File: src/serial_flag_cell.sv
// Purpose : shared constants and types, plus one sticky status flag that
//           clears only by a write of zero after it was read while set
// Assumes : one clock, asynchronous active-low reset, synchronous inputs
// Notes   : the flag cell is instantiated once per clearable status flag
`timescale 1ns/1ps

// =====================================================================
// package
// =====================================================================
package serial_ctl_pkg;
   // register byte offsets
   localparam logic [7:0] CTRL_OFS     = 8'h00;
   localparam logic [7:0] STATUS_OFS   = 8'h04;
   localparam logic [7:0] LINE_OFS     = 8'h08;
   localparam logic [7:0] IRQ_STS_OFS  = 8'h0c;
   localparam logic [7:0] IRQ_MSK_OFS  = 8'h10;
   localparam logic [7:0] TX_PORT_OFS  = 8'h14;
   // control register bit positions
   localparam int RX_IRQ_ON_BIT        = 6;
   localparam int TX_ON_BIT            = 5;
   localparam int RX_ON_BIT            = 4;
   localparam int RX_FAULT_IRQ_ON_BIT  = 3;
   localparam int CTRL_RSVD_BIT        = 2;
   // status register bit positions
   localparam int FAULT_BIT            = 7;
   localparam int BREAK_BIT            = 4;
   localparam int FRAMING_BIT          = 3;
   localparam int PARITY_BIT           = 2;
   localparam int TRIGGER_BIT          = 1;
   localparam int IDLE_DATA_BIT        = 0;
   // line status register bit position
   localparam int OVERRUN_BIT          = 0;
   // clearable flag indices inside the flag vector
   localparam int NUM_FLAGS            = 5;
   localparam int F_IDLE               = 0;
   localparam int F_TRIG               = 1;
   localparam int F_BREAK              = 2;
   localparam int F_FAULT              = 3;
   localparam int F_OVERRUN            = 4;
   // interrupt status and mask bit positions
   localparam int NUM_IRQ              = 3;
   localparam int IRQ_RX_FULL          = 0;
   localparam int IRQ_RX_FAULT         = 1;
   localparam int IRQ_BREAK            = 2;
   // reset values
   localparam logic [2:0] IRQ_RST      = 3'h0;
   localparam logic [7:0] TX_DATA_RST  = 8'h00;
   localparam logic [31:0] RDATA_RST   = 32'h0000_0000;
   // ahb transfer type with the address-phase bit
   localparam int HTRANS_ACTIVE_BIT    = 1;

   typedef struct packed {
      logic flag;
      logic armed;
   } flag_state_t;

   typedef struct packed {
      logic rx_irq_on;
      logic tx_on;
      logic rx_on;
      logic rx_fault_irq_on;
   } ctrl_t;

   typedef struct packed {
      ctrl_t                 ctrl;
      logic [NUM_IRQ-1:0]    irq_sts;
      logic [NUM_IRQ-1:0]    irq_msk;
      logic [NUM_IRQ-1:0]    req_prev;
      logic                  wr_pend;
      logic [7:0]            addr;
      logic [31:0]           rdata;
      logic [7:0]            tx_data;
      logic                  tx_go;
      logic                  rx_go;
   } ctl_state_t;
endpackage

// =====================================================================
// sticky read-then-clear flag
// =====================================================================
module serial_flag_cell (
   // clock and reset
   input  wire logic core_clk_i,
   input  wire logic rst_n_i,
   // events
   input  wire logic set_i,
   input  wire logic rd_i,
   input  wire logic clr_i,
   // state
   output logic      flag_o
);
   serial_ctl_pkg::flag_state_t s_q;
   serial_ctl_pkg::flag_state_t s_d;

   // a set in the clearing cycle wins; a clear also consumes the arm,
   // so software must read the flag as set again before it clears
   always_comb begin
      s_d       = s_q;
      if (rd_i && s_q.flag) begin
         s_d.armed = 1'b1;
      end
      if (clr_i && s_q.armed) begin
         s_d.flag  = 1'b0;
         s_d.armed = 1'b0;
      end
      if (set_i) begin
         s_d.flag = 1'b1;
      end
   end

   always_ff @(posedge core_clk_i or negedge rst_n_i) begin
      if (!rst_n_i) begin
         s_q <= '0;
      end else begin
         s_q <= s_d;
      end
   end

   assign flag_o = s_q.flag;
endmodule

File: src/serial_enable_irq.sv
// Purpose : enable and interrupt-gating slice of a fifo serial port,
//           with its status flags, on an ahb-lite register slave
// Assumes : single-word transfers; flag sets are one-cycle pulses from
//           the receiver; tx fifo and shifters live outside
// Notes   : zero wait states, response always okay
//
// The implementer's own choices: the AHB-Lite slave port and the register addresses.
`timescale 1ns/1ps

// =====================================================================
// serial port control slice
// =====================================================================
// Functional notes
// RULE_01 - receive-data request needs rx_irq_on and trigger or idle-data flag
// RULE_02 - fault request when fault flag set and either receive enable on
// RULE_03 - break request on break or overrun flag, enabled by either bit
// RULE_04 - receive-data request drops on read-then-clear or rx_irq_on off
// RULE_05 - fault and break requests drop on flag clear or both enables off
// RULE_06 - rx_fault_irq_on still enables fault and break when rx_irq_on is 0
// RULE_07 - tx_on zero disables transmitter, one enables it
// RULE_08 - transmission starts only after data written to the tx fifo port
// RULE_09 - software sets transmit format and resets tx fifo before tx_on
// RULE_10 - rx_on zero disables receiver, one enables it
// RULE_11 - clearing rx_on leaves every receive status flag unchanged
// RULE_12 - reception starts on start bit, or on serial clock in sync mode
// RULE_13 - software sets receive format and resets rx fifo before rx_on
// RULE_14 - reserved control bit 2 reads zero; software writes zero
// RULE_15 - writing one never sets a flag; zero clears only after a set read
// RULE_16 - each request is a level held while flag and enable both hold
module serial_enable_irq (
   // clock and reset
   input  wire logic        core_clk_i,
   input  wire logic        rst_n_i,
   // ahb-lite slave
   input  wire logic        hsel_i,
   input  wire logic [31:0] haddr_i,
   input  wire logic [1:0]  htrans_i,
   input  wire logic        hwrite_i,
   input  wire logic [2:0]  hsize_i,
   input  wire logic [31:0] hwdata_i,
   input  wire logic        hready_i,
   output logic      [31:0] hrdata_o,
   output logic             hreadyout_o,
   output logic             hresp_o,
   // flag events from the receiver
   input  wire logic        rx_idle_data_set_i,
   input  wire logic        rx_fifo_trigger_set_i,
   input  wire logic        line_break_set_i,
   input  wire logic        rx_fault_set_i,
   input  wire logic        rx_overrun_set_i,
   input  wire logic        framing_fault_flag_i,
   input  wire logic        parity_fault_flag_i,
   // receiver line events
   input  wire logic        sync_mode_i,
   input  wire logic        rx_start_bit_i,
   input  wire logic        rx_sclk_seen_i,
   // enables and start strobes
   output logic             tx_on_o,
   output logic             rx_on_o,
   output logic             tx_start_o,
   output logic      [7:0]  tx_data_o,
   output logic             rx_start_o,
   // interrupt requests
   output logic             rx_full_irq_o,
   output logic             rx_fault_irq_o,
   output logic             line_break_irq_o,
   output logic             irq_o
);
   serial_ctl_pkg::ctl_state_t s_q;
   serial_ctl_pkg::ctl_state_t s_d;

   logic [serial_ctl_pkg::NUM_FLAGS-1:0] flag_set;
   logic [serial_ctl_pkg::NUM_FLAGS-1:0] flag_rd;
   logic [serial_ctl_pkg::NUM_FLAGS-1:0] flag_clr;
   logic [serial_ctl_pkg::NUM_FLAGS-1:0] flags;
   logic [serial_ctl_pkg::NUM_IRQ-1:0]   req;
   logic                                 addr_ph;
   logic                                 rd_ph;
   logic                                 rd_status;
   logic                                 rd_line;
   logic                                 wr_status;
   logic                                 wr_line;
   logic                                 fault_en;
   logic [31:0]                          rd_word;

   // ==================================================================
   // bus decode
   // ==================================================================
   // address phase taken when selected with htrans active and the bus ready; writes act in the
   // following data phase, reads load hrdata at the address phase edge
   assign addr_ph   = hsel_i && htrans_i[serial_ctl_pkg::HTRANS_ACTIVE_BIT]
                      && hready_i;
   assign rd_ph     = addr_ph && !hwrite_i;
   assign rd_status = rd_ph && (haddr_i[7:0] == serial_ctl_pkg::STATUS_OFS);
   assign rd_line   = rd_ph && (haddr_i[7:0] == serial_ctl_pkg::LINE_OFS);
   assign wr_status = s_q.wr_pend
                      && (s_q.addr == serial_ctl_pkg::STATUS_OFS);
   assign wr_line   = s_q.wr_pend && (s_q.addr == serial_ctl_pkg::LINE_OFS);

   // ==================================================================
   // receive status flags
   // ==================================================================
   // writing rx_on never reaches these cells, so flags survive it
   assign flag_set[serial_ctl_pkg::F_IDLE]    = rx_idle_data_set_i;
   assign flag_set[serial_ctl_pkg::F_TRIG]    = rx_fifo_trigger_set_i;
   assign flag_set[serial_ctl_pkg::F_BREAK]   = line_break_set_i;
   assign flag_set[serial_ctl_pkg::F_FAULT]   = rx_fault_set_i;
   assign flag_set[serial_ctl_pkg::F_OVERRUN] = rx_overrun_set_i; // RULE_11

   // clear only on a written zero; a written one does nothing
   always_comb begin
      flag_rd  = {rd_line, {4{rd_status}}};
      flag_clr = '0;
      flag_clr[serial_ctl_pkg::F_IDLE]    = wr_status
         && !hwdata_i[serial_ctl_pkg::IDLE_DATA_BIT];             // RULE_15
      flag_clr[serial_ctl_pkg::F_TRIG]    = wr_status
         && !hwdata_i[serial_ctl_pkg::TRIGGER_BIT];
      flag_clr[serial_ctl_pkg::F_BREAK]   = wr_status
         && !hwdata_i[serial_ctl_pkg::BREAK_BIT];
      flag_clr[serial_ctl_pkg::F_FAULT]   = wr_status
         && !hwdata_i[serial_ctl_pkg::FAULT_BIT];
      flag_clr[serial_ctl_pkg::F_OVERRUN] = wr_line
         && !hwdata_i[serial_ctl_pkg::OVERRUN_BIT];
   end

   for (genvar i = 0; i < serial_ctl_pkg::NUM_FLAGS; i++) begin : g_flag
      serial_flag_cell u_flag (
         .core_clk_i (core_clk_i),
         .rst_n_i    (rst_n_i),
         .set_i      (flag_set[i]),
         .rd_i       (flag_rd[i]),
         .clr_i      (flag_clr[i]),
         .flag_o     (flags[i])
      );
   end

   // ==================================================================
   // interrupt requests
   // ==================================================================
   // pure levels from registered state: they follow flags and enables
   assign fault_en = s_q.ctrl.rx_irq_on || s_q.ctrl.rx_fault_irq_on; // RULE_06
   assign req[serial_ctl_pkg::IRQ_RX_FULL] = s_q.ctrl.rx_irq_on
      && (flags[serial_ctl_pkg::F_TRIG] || flags[serial_ctl_pkg::F_IDLE]);
   // RULE_01 RULE_04 RULE_16
   assign req[serial_ctl_pkg::IRQ_RX_FAULT] = fault_en
      && flags[serial_ctl_pkg::F_FAULT];                    // RULE_02 RULE_05
   assign req[serial_ctl_pkg::IRQ_BREAK] = fault_en
      && (flags[serial_ctl_pkg::F_BREAK]
          || flags[serial_ctl_pkg::F_OVERRUN]);             // RULE_03 RULE_05
   assign rx_full_irq_o    = req[serial_ctl_pkg::IRQ_RX_FULL];
   assign rx_fault_irq_o   = req[serial_ctl_pkg::IRQ_RX_FAULT];
   assign line_break_irq_o = req[serial_ctl_pkg::IRQ_BREAK];
   assign irq_o            = |(s_q.irq_sts & s_q.irq_msk);

   // ==================================================================
   // read data
   // ==================================================================
   // unmapped offsets and the write-only tx port read as zero
   always_comb begin
      rd_word = '0;
      unique case (haddr_i[7:0])
         serial_ctl_pkg::CTRL_OFS: begin
            rd_word[serial_ctl_pkg::RX_IRQ_ON_BIT]       = s_q.ctrl.rx_irq_on;
            rd_word[serial_ctl_pkg::TX_ON_BIT]           = s_q.ctrl.tx_on;
            rd_word[serial_ctl_pkg::RX_ON_BIT]           = s_q.ctrl.rx_on;
            rd_word[serial_ctl_pkg::RX_FAULT_IRQ_ON_BIT] =
               s_q.ctrl.rx_fault_irq_on;
            rd_word[serial_ctl_pkg::CTRL_RSVD_BIT]       = 1'b0; // RULE_14
         end
         serial_ctl_pkg::STATUS_OFS: begin
            rd_word[serial_ctl_pkg::FAULT_BIT]     =
               flags[serial_ctl_pkg::F_FAULT];
            rd_word[serial_ctl_pkg::BREAK_BIT]     =
               flags[serial_ctl_pkg::F_BREAK];
            rd_word[serial_ctl_pkg::FRAMING_BIT]   = framing_fault_flag_i;
            rd_word[serial_ctl_pkg::PARITY_BIT]    = parity_fault_flag_i;
            rd_word[serial_ctl_pkg::TRIGGER_BIT]   =
               flags[serial_ctl_pkg::F_TRIG];
            rd_word[serial_ctl_pkg::IDLE_DATA_BIT] =
               flags[serial_ctl_pkg::F_IDLE];
         end
         serial_ctl_pkg::LINE_OFS: begin
            rd_word[serial_ctl_pkg::OVERRUN_BIT] =
               flags[serial_ctl_pkg::F_OVERRUN];
         end
         serial_ctl_pkg::IRQ_STS_OFS: begin
            rd_word[serial_ctl_pkg::NUM_IRQ-1:0] = s_q.irq_sts;
         end
         serial_ctl_pkg::IRQ_MSK_OFS: begin
            rd_word[serial_ctl_pkg::NUM_IRQ-1:0] = s_q.irq_msk;
         end
         default: begin
            rd_word = '0;
         end
      endcase
   end

   // ==================================================================
   // next state
   // ==================================================================
   always_comb begin
      s_d          = s_q;
      s_d.tx_go    = 1'b0;
      s_d.req_prev = req;
      s_d.wr_pend  = addr_ph && hwrite_i;
      if (addr_ph) begin
         s_d.addr = haddr_i[7:0];
      end
      if (rd_ph) begin
         s_d.rdata = rd_word;
      end
      // start strobe only while the receiver is enabled
      s_d.rx_go = s_q.ctrl.rx_on
         && (sync_mode_i ? rx_sclk_seen_i : rx_start_bit_i); // RULE_10 RULE_12
      if (s_q.wr_pend) begin
         unique case (s_q.addr)
            serial_ctl_pkg::CTRL_OFS: begin
               s_d.ctrl.rx_irq_on       =
                  hwdata_i[serial_ctl_pkg::RX_IRQ_ON_BIT];
               s_d.ctrl.tx_on           = hwdata_i[serial_ctl_pkg::TX_ON_BIT];
               s_d.ctrl.rx_on           = hwdata_i[serial_ctl_pkg::RX_ON_BIT];
               s_d.ctrl.rx_fault_irq_on =
                  hwdata_i[serial_ctl_pkg::RX_FAULT_IRQ_ON_BIT];
            end
            serial_ctl_pkg::IRQ_STS_OFS: begin
               s_d.irq_sts = s_q.irq_sts
                  & ~hwdata_i[serial_ctl_pkg::NUM_IRQ-1:0];
            end
            serial_ctl_pkg::IRQ_MSK_OFS: begin
               s_d.irq_msk = hwdata_i[serial_ctl_pkg::NUM_IRQ-1:0];
            end
            serial_ctl_pkg::TX_PORT_OFS: begin
               // data written while disabled is dropped, never queued
               if (s_q.ctrl.tx_on) begin                  // RULE_07
                  s_d.tx_data = hwdata_i[7:0];
                  s_d.tx_go   = 1'b1;                      // RULE_08
               end
            end
            default: begin
               s_d.ctrl = s_q.ctrl;
            end
         endcase
      end
      // a rising request sets its sticky bit; set beats the clear above
      s_d.irq_sts = s_d.irq_sts | (req & ~s_q.req_prev);
   end

   always_ff @(posedge core_clk_i or negedge rst_n_i) begin
      if (!rst_n_i) begin
         s_q          <= '0;
         s_q.irq_sts  <= serial_ctl_pkg::IRQ_RST;
         s_q.irq_msk  <= serial_ctl_pkg::IRQ_RST;
         s_q.req_prev <= serial_ctl_pkg::IRQ_RST;
         s_q.tx_data  <= serial_ctl_pkg::TX_DATA_RST;
         s_q.rdata    <= serial_ctl_pkg::RDATA_RST;
      end else begin
         s_q <= s_d;
      end
   end

   // ==================================================================
   // outputs
   // ==================================================================
   assign hrdata_o    = s_q.rdata;
   assign hreadyout_o = 1'b1;
   assign hresp_o     = 1'b0;
   assign tx_on_o     = s_q.ctrl.tx_on;
   assign rx_on_o     = s_q.ctrl.rx_on;
   assign tx_start_o  = s_q.tx_go;
   assign tx_data_o   = s_q.tx_data;
   assign rx_start_o  = s_q.rx_go;
endmodule

File: config.mk
export PLATFORM = sky130hd
export DESIGN_NAME = serial_enable_irq
export DESIGN_NICKNAME = d
export VERILOG_FILES = /design/src/serial_flag_cell.sv /design/src/serial_enable_irq.sv
export SDC_FILE = /design/constraint.sdc
export NUM_CORES = 1
export LEC_CHECK = 0
export CORE_ASPECT_RATIO = 1.1
export CORE_MARGIN = 10
export CORE_UTILIZATION = 45
export CTS_CLUSTER_SIZE = 12
export DETAILED_ROUTE_END_ITERATION = 10
export DONT_BUFFER_PORTS = 1
export PLACE_DENSITY = 0.72
export SETUP_SLACK_MARGIN = 0.4
export SLEW_MARGIN = 20
export SYNTH_ARGS = -nofsm -noshare
export SYNTH_HDL_FRONTEND = slang
export SYNTH_SLANG_ARGS = --single-unit
File: constraint.sdc
create_clock -name core_clk_i -period 1.8 [get_ports core_clk_i]
set_input_delay 0.36 -clock core_clk_i [delete_from_list [all_inputs] [get_ports core_clk_i]]
set_output_delay 0.36 -clock core_clk_i [all_outputs]
set_load 0.01 [all_outputs]
==> results of run 1 <==
-- metal layers --
metal	routed length (µm)	GRT usage (%)
met2	2865	21.38
met4	68	3.431
met5	0	0
met1	1956	12.40
met3	682	6.028
-- cells in the mapped netlist (all sizes together) (2+ instances only) --
library cell	n
nor2b	2
a22oi	3
nand4	4
o22a	3
nor4	2
nand4b	2
a21oi	5
nand2	10
nor3	3
nand3	2
o21ai	11
mux2	23
nand2b	3
dfrtp	50
conb	2
clkbuf	3
or3	2
a22o	3
a31oi	3
inv	10
nor2	11
buf	42
nor4b	2
or3b	3
and2b	2
a21o	2
-- state kept, by name, summed over array words and instances, names as in the netlist --
name and cells:
rx_on_o 1, tx_data_o 8, s_q 20, tx_on_o 1, rx_start_o 1, g_flag.u_flag.flag_o 5, g_flag.u_flag.s_q 5, hrdata_o 8
tx_start_o 1
-- final timing paths --
check                                 start                 endpoint  slack (ns)
setup / recovery                    s_q[48]             tx_data_o[5]        0.17
hold / removal                      rst_n_i              hrdata_o[6]       -0.26
setup reg to reg                    s_q[48]             tx_data_o[5]        0.17
hold reg to reg                     s_q[51]                  s_q[57]        0.43
max in group asynchronous           rst_n_i             tx_data_o[5]        1.95
min in group core_clk_i    line_break_set_i  g_flag[2].u_flag.flag_o        0.15
-- where the power goes --
group          internal, mW  switching (mW)  total, mW
Sequential             1.19          0.0884       1.28
Clock                 0.415           0.362      0.777
Combinational         0.124           0.105      0.229
-- worst max-delay path, stage by stage (launching register included) --
cell	delay, ns
dfrtp_1	0.42
buf_4	0.16
nor3_4	0.19
and3_1	0.19
nand4_1	0.12
buf_6	0.17
mux2_2	0.27
-- layout make-up --
cell class | count | share of cell area [%]
antenna | 1 | 0.09268
clock buffer | 6 | 2.688
clock inverter | 2 | 1.390
inverter | 10 | 1.390
multi-input combinational | 142 | 39.76
sequential | 50 | 46.48
tap | 75 | 3.475
timing repair buffer | 15 | 4.727
-- cells by family after synthesis --
family          after synthesis  share of synthesized area, %
other cells                   2                        0.3041
simple gates                 55                         13.12
compound gates               37                         10.28
buf+inv                      55                         14.74
mux                          24                         10.89
flops                        50                         50.66
-- what timing repair did --
action	CTS	global route
pin swaps	6	15
setup endpoints to repair	31	37
setup buffers	4	5
hold endpoints to repair	50	50
resized for setup	13	24
==> results.md, run 1 <==
* Fin worst setup slack at between 0.15 and 0.2 ns
* Syn Std Cell Area at roughly 2500 µm²
* Worst hold path type: input port to asynchronous set/reset pin
* Post-route clock period utilization at 90.82%
* Routed wire per std cell at 18.51 µm
* Die height at around 98 µm
* Antenna viol nets, final at 0
* Kind of critical path: register to register
* Most frequent cells in the layout: dfrtp_1, conb_1, mux2_2
* Fin util at 50.37%
* Number of synthesis warnings at 0
* Predominant post-synthesis flop cell: dfrtp_1
* CP arrival at 1.82 ns
* Initial core utilization at between 40% and 50%
* DRC viols at 0
* Number of flops mapped to enable cells by yosys at 0
* Cell Count, Final, Fillers Out at around 300
* Initial antenna violation count at 1
* Die area at between 8000 and 9000 µm²
* Worst-Skew Late Latency at 0.31 ns
* Crit. End Element: register
* Req. time, crit path at 1.99 ns
* Via/cell ratio at 5.113
* Core area at about 5400 µm²
* Cells after synthesis at approximately 220
* Total global routing track utilization at 12.14%
* CTS tree: done
* Final HPWL DP at 4198 µm
* Detailed Route WL at about 5600 µm
* Register area at 1255 µm²
* Footprint of the multi-input gates at roughly 1100 µm²
* Number of max-cap violations at 0
* Total negative slack at 0 ns
* Failing checks: negative hold slack
* DR iter-0 viols at 75
* Post-layout min period at 1.635 ns
* Sequential share of the synthesized area at between 50% and 60%
* # setup viols final at 0
* Router iterations before antenna repair at 4
* # IOs at 134
* Worst reg2reg path depth at 6
* Status: complete, but fails checks
* Slew Viols, Final at 0
* CTS max path bufs at 2
* Worst Clk Skew at about 0.011 ns
* Achievable clock frequency at 611.7 MHz
* Area after DPL at 2406 µm²
* Reg clk slew, reported paths at 0.09 ns
* Async set or reset register ratio after synthesis at 100.0%
* RD Place Congestion at just under 0.8
* Yosys top cell by area: dfrtp_1
* #FFs+latches synth at 50
* Placed cells at 283
* Ranking of synthesized cells by area: dfrtp_1, buf_4, mux2_2
* Hold Vio Cnt, Final at 50
* Clock root cell: clkbuf_8
* RSZ-0062 raised after global routing: yes
* CTS H-Tree Depth at 2
* Final #Nets at 308
* Hold Slack at -0.2588 ns
* Overflow after GRT at 0
* LEAKAGE at approximately 1.2 nW
* Buffers on Ports at 0
* FP Rows at 28
* Layout Area Growth over Synthesis at 9.321%
* Total power at 2.289 mW
* Power per cell area at 847.7 nW/µm²
* Worst slack, placed at 0.06254 ns
* Chip width at 90.64 µm
* CP Launch Type: register
* Mapped Avg Cell Area at 11.08 µm²
* TritonCTS Buffers at 5
* Layout cells sized above 1 at slightly above 30%
* Netlist cell types at 42
* Largest net degree at the start of global routing at 51
* Crit Path Max Fanout at 8
* Peak VDD IR at 0.5602 mV
* Top cell type's share of synthesized area at 50.66%
* Clock Sinks at 50
* Vias after detailed routing at 1539
* Fillers at 470
* Vias in the first global route at about 1700
* Post-route cell area at 2700 µm²
* Wire length of the first global-routing pass at 8852 µm
* Most common cell after layout, fill and taps aside: dfrtp_1
Power figures use the tool's default switching activity.
==> run 2, diff against run 1 <==
--- a/config.mk
+++ b/config.mk
@@ -8,10 +8,12 @@
 export CORE_ASPECT_RATIO = 1.1
 export CORE_MARGIN = 10
 export CORE_UTILIZATION = 45
+export CTS_CLUSTER_DIAMETER = 150
 export CTS_CLUSTER_SIZE = 12
 export DETAILED_ROUTE_END_ITERATION = 10
 export DONT_BUFFER_PORTS = 1
-export PLACE_DENSITY = 0.72
+export PLACE_DENSITY = 0.7
+export REMOVE_ABC_BUFFERS = 1
 export SETUP_SLACK_MARGIN = 0.4
 export SLEW_MARGIN = 20
 export SYNTH_ARGS = -nofsm -noshare
==> constraint.sdc (replaced) <==
create_clock -name core_clk_i -period 1.65 [get_ports core_clk_i]
set_input_delay 0.33 -clock core_clk_i [delete_from_list [all_inputs] [get_ports core_clk_i]]
set_output_delay 0.33 -clock core_clk_i [all_outputs]
set_load 0.01 [all_outputs]
==> run 2 against run 1 <==
The run ends with negative hold slack, negative setup slack left. Clock skew shrank 0.0052 ns. Count of clock-buffer cells in the layout is 1 higher. Final area rose by 1.4%. Worst setup slack got worse by 0.19 ns. Critical path depth up 1. Final cell count grew 3.0%. Routed wire length up 0.99%. Sequential cell count did not move. Critical path type unchanged. Global-route usage about the same. Clock power fell by 8.0%.
==> results.md, run 2 (same netlist as run 1, synthesis figures left out) <==
* Overflow after GRT at 0 (unchanged)
* Layout Area Growth over Synthesis at 10.89% (was 9.321%)
* Final HPWL DP at 4127 µm (was 4198 µm)
* CTS H-Tree Depth at 2 (unchanged)
* Largest net degree at the start of global routing at 51 (unchanged)
* Wire length of the first global-routing pass at 8818 µm (was 8852 µm)
* Clock Sinks at 50 (unchanged)
* Most frequent cells in the layout: dfrtp_1, conb_1, mux2_2 (unchanged)
* Hold Vio Cnt, Final at 50 (unchanged)
* # setup viols final at 2 (was 0)
* Most common cell after layout, fill and taps aside: dfrtp_1 (unchanged)
* Slew Viols, Final at 0 (unchanged)
* Router iterations before antenna repair at 4 (unchanged)
* Layout cells sized above 1 at 33.62% (was 31.11%)
* Fin util at 51.10% (was 50.37%)
* Max reg flops at 20 (unchanged)
* DRC viols at 0 (unchanged)
* Initial antenna violation count at 0 (was 1)
* Die area at 8855 µm² (unchanged)
* Core area at 5360 µm² (unchanged)
* CP arrival at 1.86 ns (was 1.82 ns)
* Peak VDD IR at 0.6890 mV (was 0.5602 mV)
* Routed wire per std cell at 18.15 µm (was 18.51 µm)
* FP Rows at 28 (unchanged)
* RR Endpoint: g_flag[3].u_flag.flag_o (was tx_data_o[5])
* Worst hold path type: input port to asynchronous set/reset pin (unchanged)
* FF-to-FF setup slack at -0.02 ns (was 0.17 ns)
* Register bank with the most flops: s_q (unchanged)
* Final #Nets at 318 (was 308)
* Worst reg2reg path depth at 7 (was 6)
* Worst slack, placed at -0.1056 ns (was 0.06254 ns)
* Achievable clock frequency at 598.2 MHz (was 611.7 MHz)
* Clock root cell: clkbuf_8 (unchanged)
* LEAKAGE at 1.212 nW (was 1.169 nW)
* Initial core utilization at 46.08% (unchanged)
* Fin worst setup slack at -0.02167 ns (was 0.1653 ns)
* Reg clk slew, reported paths at 0.09 ns (about the same)
* CTS tree: done (unchanged)
* Worst Clk Skew at 0.005357 ns (was 0.01052 ns)
* Vias after detailed routing at 1574 (was 1539)
* Power per cell area at 855.7 nW/µm² (was 847.7 nW/µm²)
* CP Launch Type: register (unchanged)
* Failing checks: negative hold slack, negative setup slack (was negative hold slack)
* RSZ-0062 raised after global routing: yes (unchanged)
* Fillers at 476 (was 470)
* # IOs at 134 (unchanged)
* Status: complete, but fails checks (unchanged)
* CTS max path bufs at 2 (unchanged)
* Antenna viol nets, final at 0 (unchanged)
* Chip width at 90.64 µm (unchanged)
* DR iter-0 viols at 89 (was 75)
* Die height at 97.70 µm (unchanged)
* Hold Slack at -0.2806 ns (was -0.2588 ns)
* Vias in the first global route at 1674 (was 1651)
* Buffers on Ports at 0 (unchanged)
* Worst-Skew Late Latency at 0.29 ns (was 0.31 ns)
* Req. time, crit path at 1.83 ns (was 1.99 ns)
* Post-route clock period utilization at 101.3% (was 90.82%)
* Kind of critical path: register to register (unchanged)
* Via/cell ratio at 5.077 (was 5.113)
* Number of max-cap violations at 0 (unchanged)
* RD Place Congestion at 0.8298 (was 0.7753)
* Diode count at 0 (was 1)
* Total global routing track utilization at 12.19% (was 12.14%)
* Crit Path Max Fanout at 4 (was 8)
* Worst r2r src: s_q[47] (was s_q[48])
* Detailed Route WL at 5628 µm (was 5573 µm)
* Crit. End Element: register (unchanged)
* TritonCTS Buffers at 5 (unchanged)
* Post-layout min period at 1.672 ns (was 1.635 ns)
run 2: cell count changes in the layout (fill, tap and decap cells not counted), moves of 2 or more:
cell,delta
nor3_1,+2
dfrtp_1,+2
buf_4,+10
dfrtp_2,-2
run 2: area by class of cell:
cell class                 count  area, µm²  area share, %
timing repair buffer          25      202.7          7.401
inverter                      10      37.54          1.370
clock buffer                   7      86.33          3.152
tap                           75      93.84          3.426
multi-input combinational    142       1061          38.74
sequential                    50       1252          45.73
clock inverter                 1      5.005         0.1827
run 2: repair_timing:
item / in CTS / in global routing
endpoints found under the hold margin: 50 / 50
buffers inserted: 10 / 2
pin swaps: 13 / 7
resized for setup: 29 / 12
setup endpoints to repair: 37 / 36
run 2: how the worst max path moves through the flow:
stage	start	endpoint	depth (start not counted)
detailed placement	haddr_i[5]	hrdata_o[0]	4
floorplan	s_q[47]	g_flag[2].u_flag.flag_o	4
finish	s_q[47]	g_flag[3].u_flag.flag_o	7
global route	s_q[47]	tx_data_o[5]	5
CTS	s_q[48]	g_flag[2].u_flag.flag_o	5
global placement	haddr_i[5]	hrdata_o[0]	4
run 2: metrics by stage:
stage               power, mW  std cells  cell area [µm²]  setup TNS (ns)
floorplan               1.534        202             2233         -0.2565
CTS                     2.349        308             2664        -0.01857
detailed placement      1.599        290             2425         -0.1837
finish                  2.344        310             2739        -0.03347
global placement        1.592        290             2425         -0.1436
global route            2.461        310             2739          -1.305
run 2: worst max-delay path, stage by stage, from the launching register on:
cell and delay (ns):
dfrtp_1 0.42, nor4_2 0.27, buf_4 0.15, nand4_1 0.14, buf_4 0.17, buf_6 0.13, nor4b_4 0.21, nor2_1 0.07
run 2: routing by layer:
metal  share of wire, %  GRT usage, %  vias to the layer above
met5                  0             0                        -
met4                1.2         4.167                        0
met3                 12         6.337                        6
met2                 51         20.43                       64
met1                 36         12.86                      765
li1                   -             -                      739
run 2: power by group:
part / internal, mW / switching [mW]
Clock: 0.339 / 0.376
Sequential: 1.30 / 0.0809
Combinational: 0.136 / 0.111
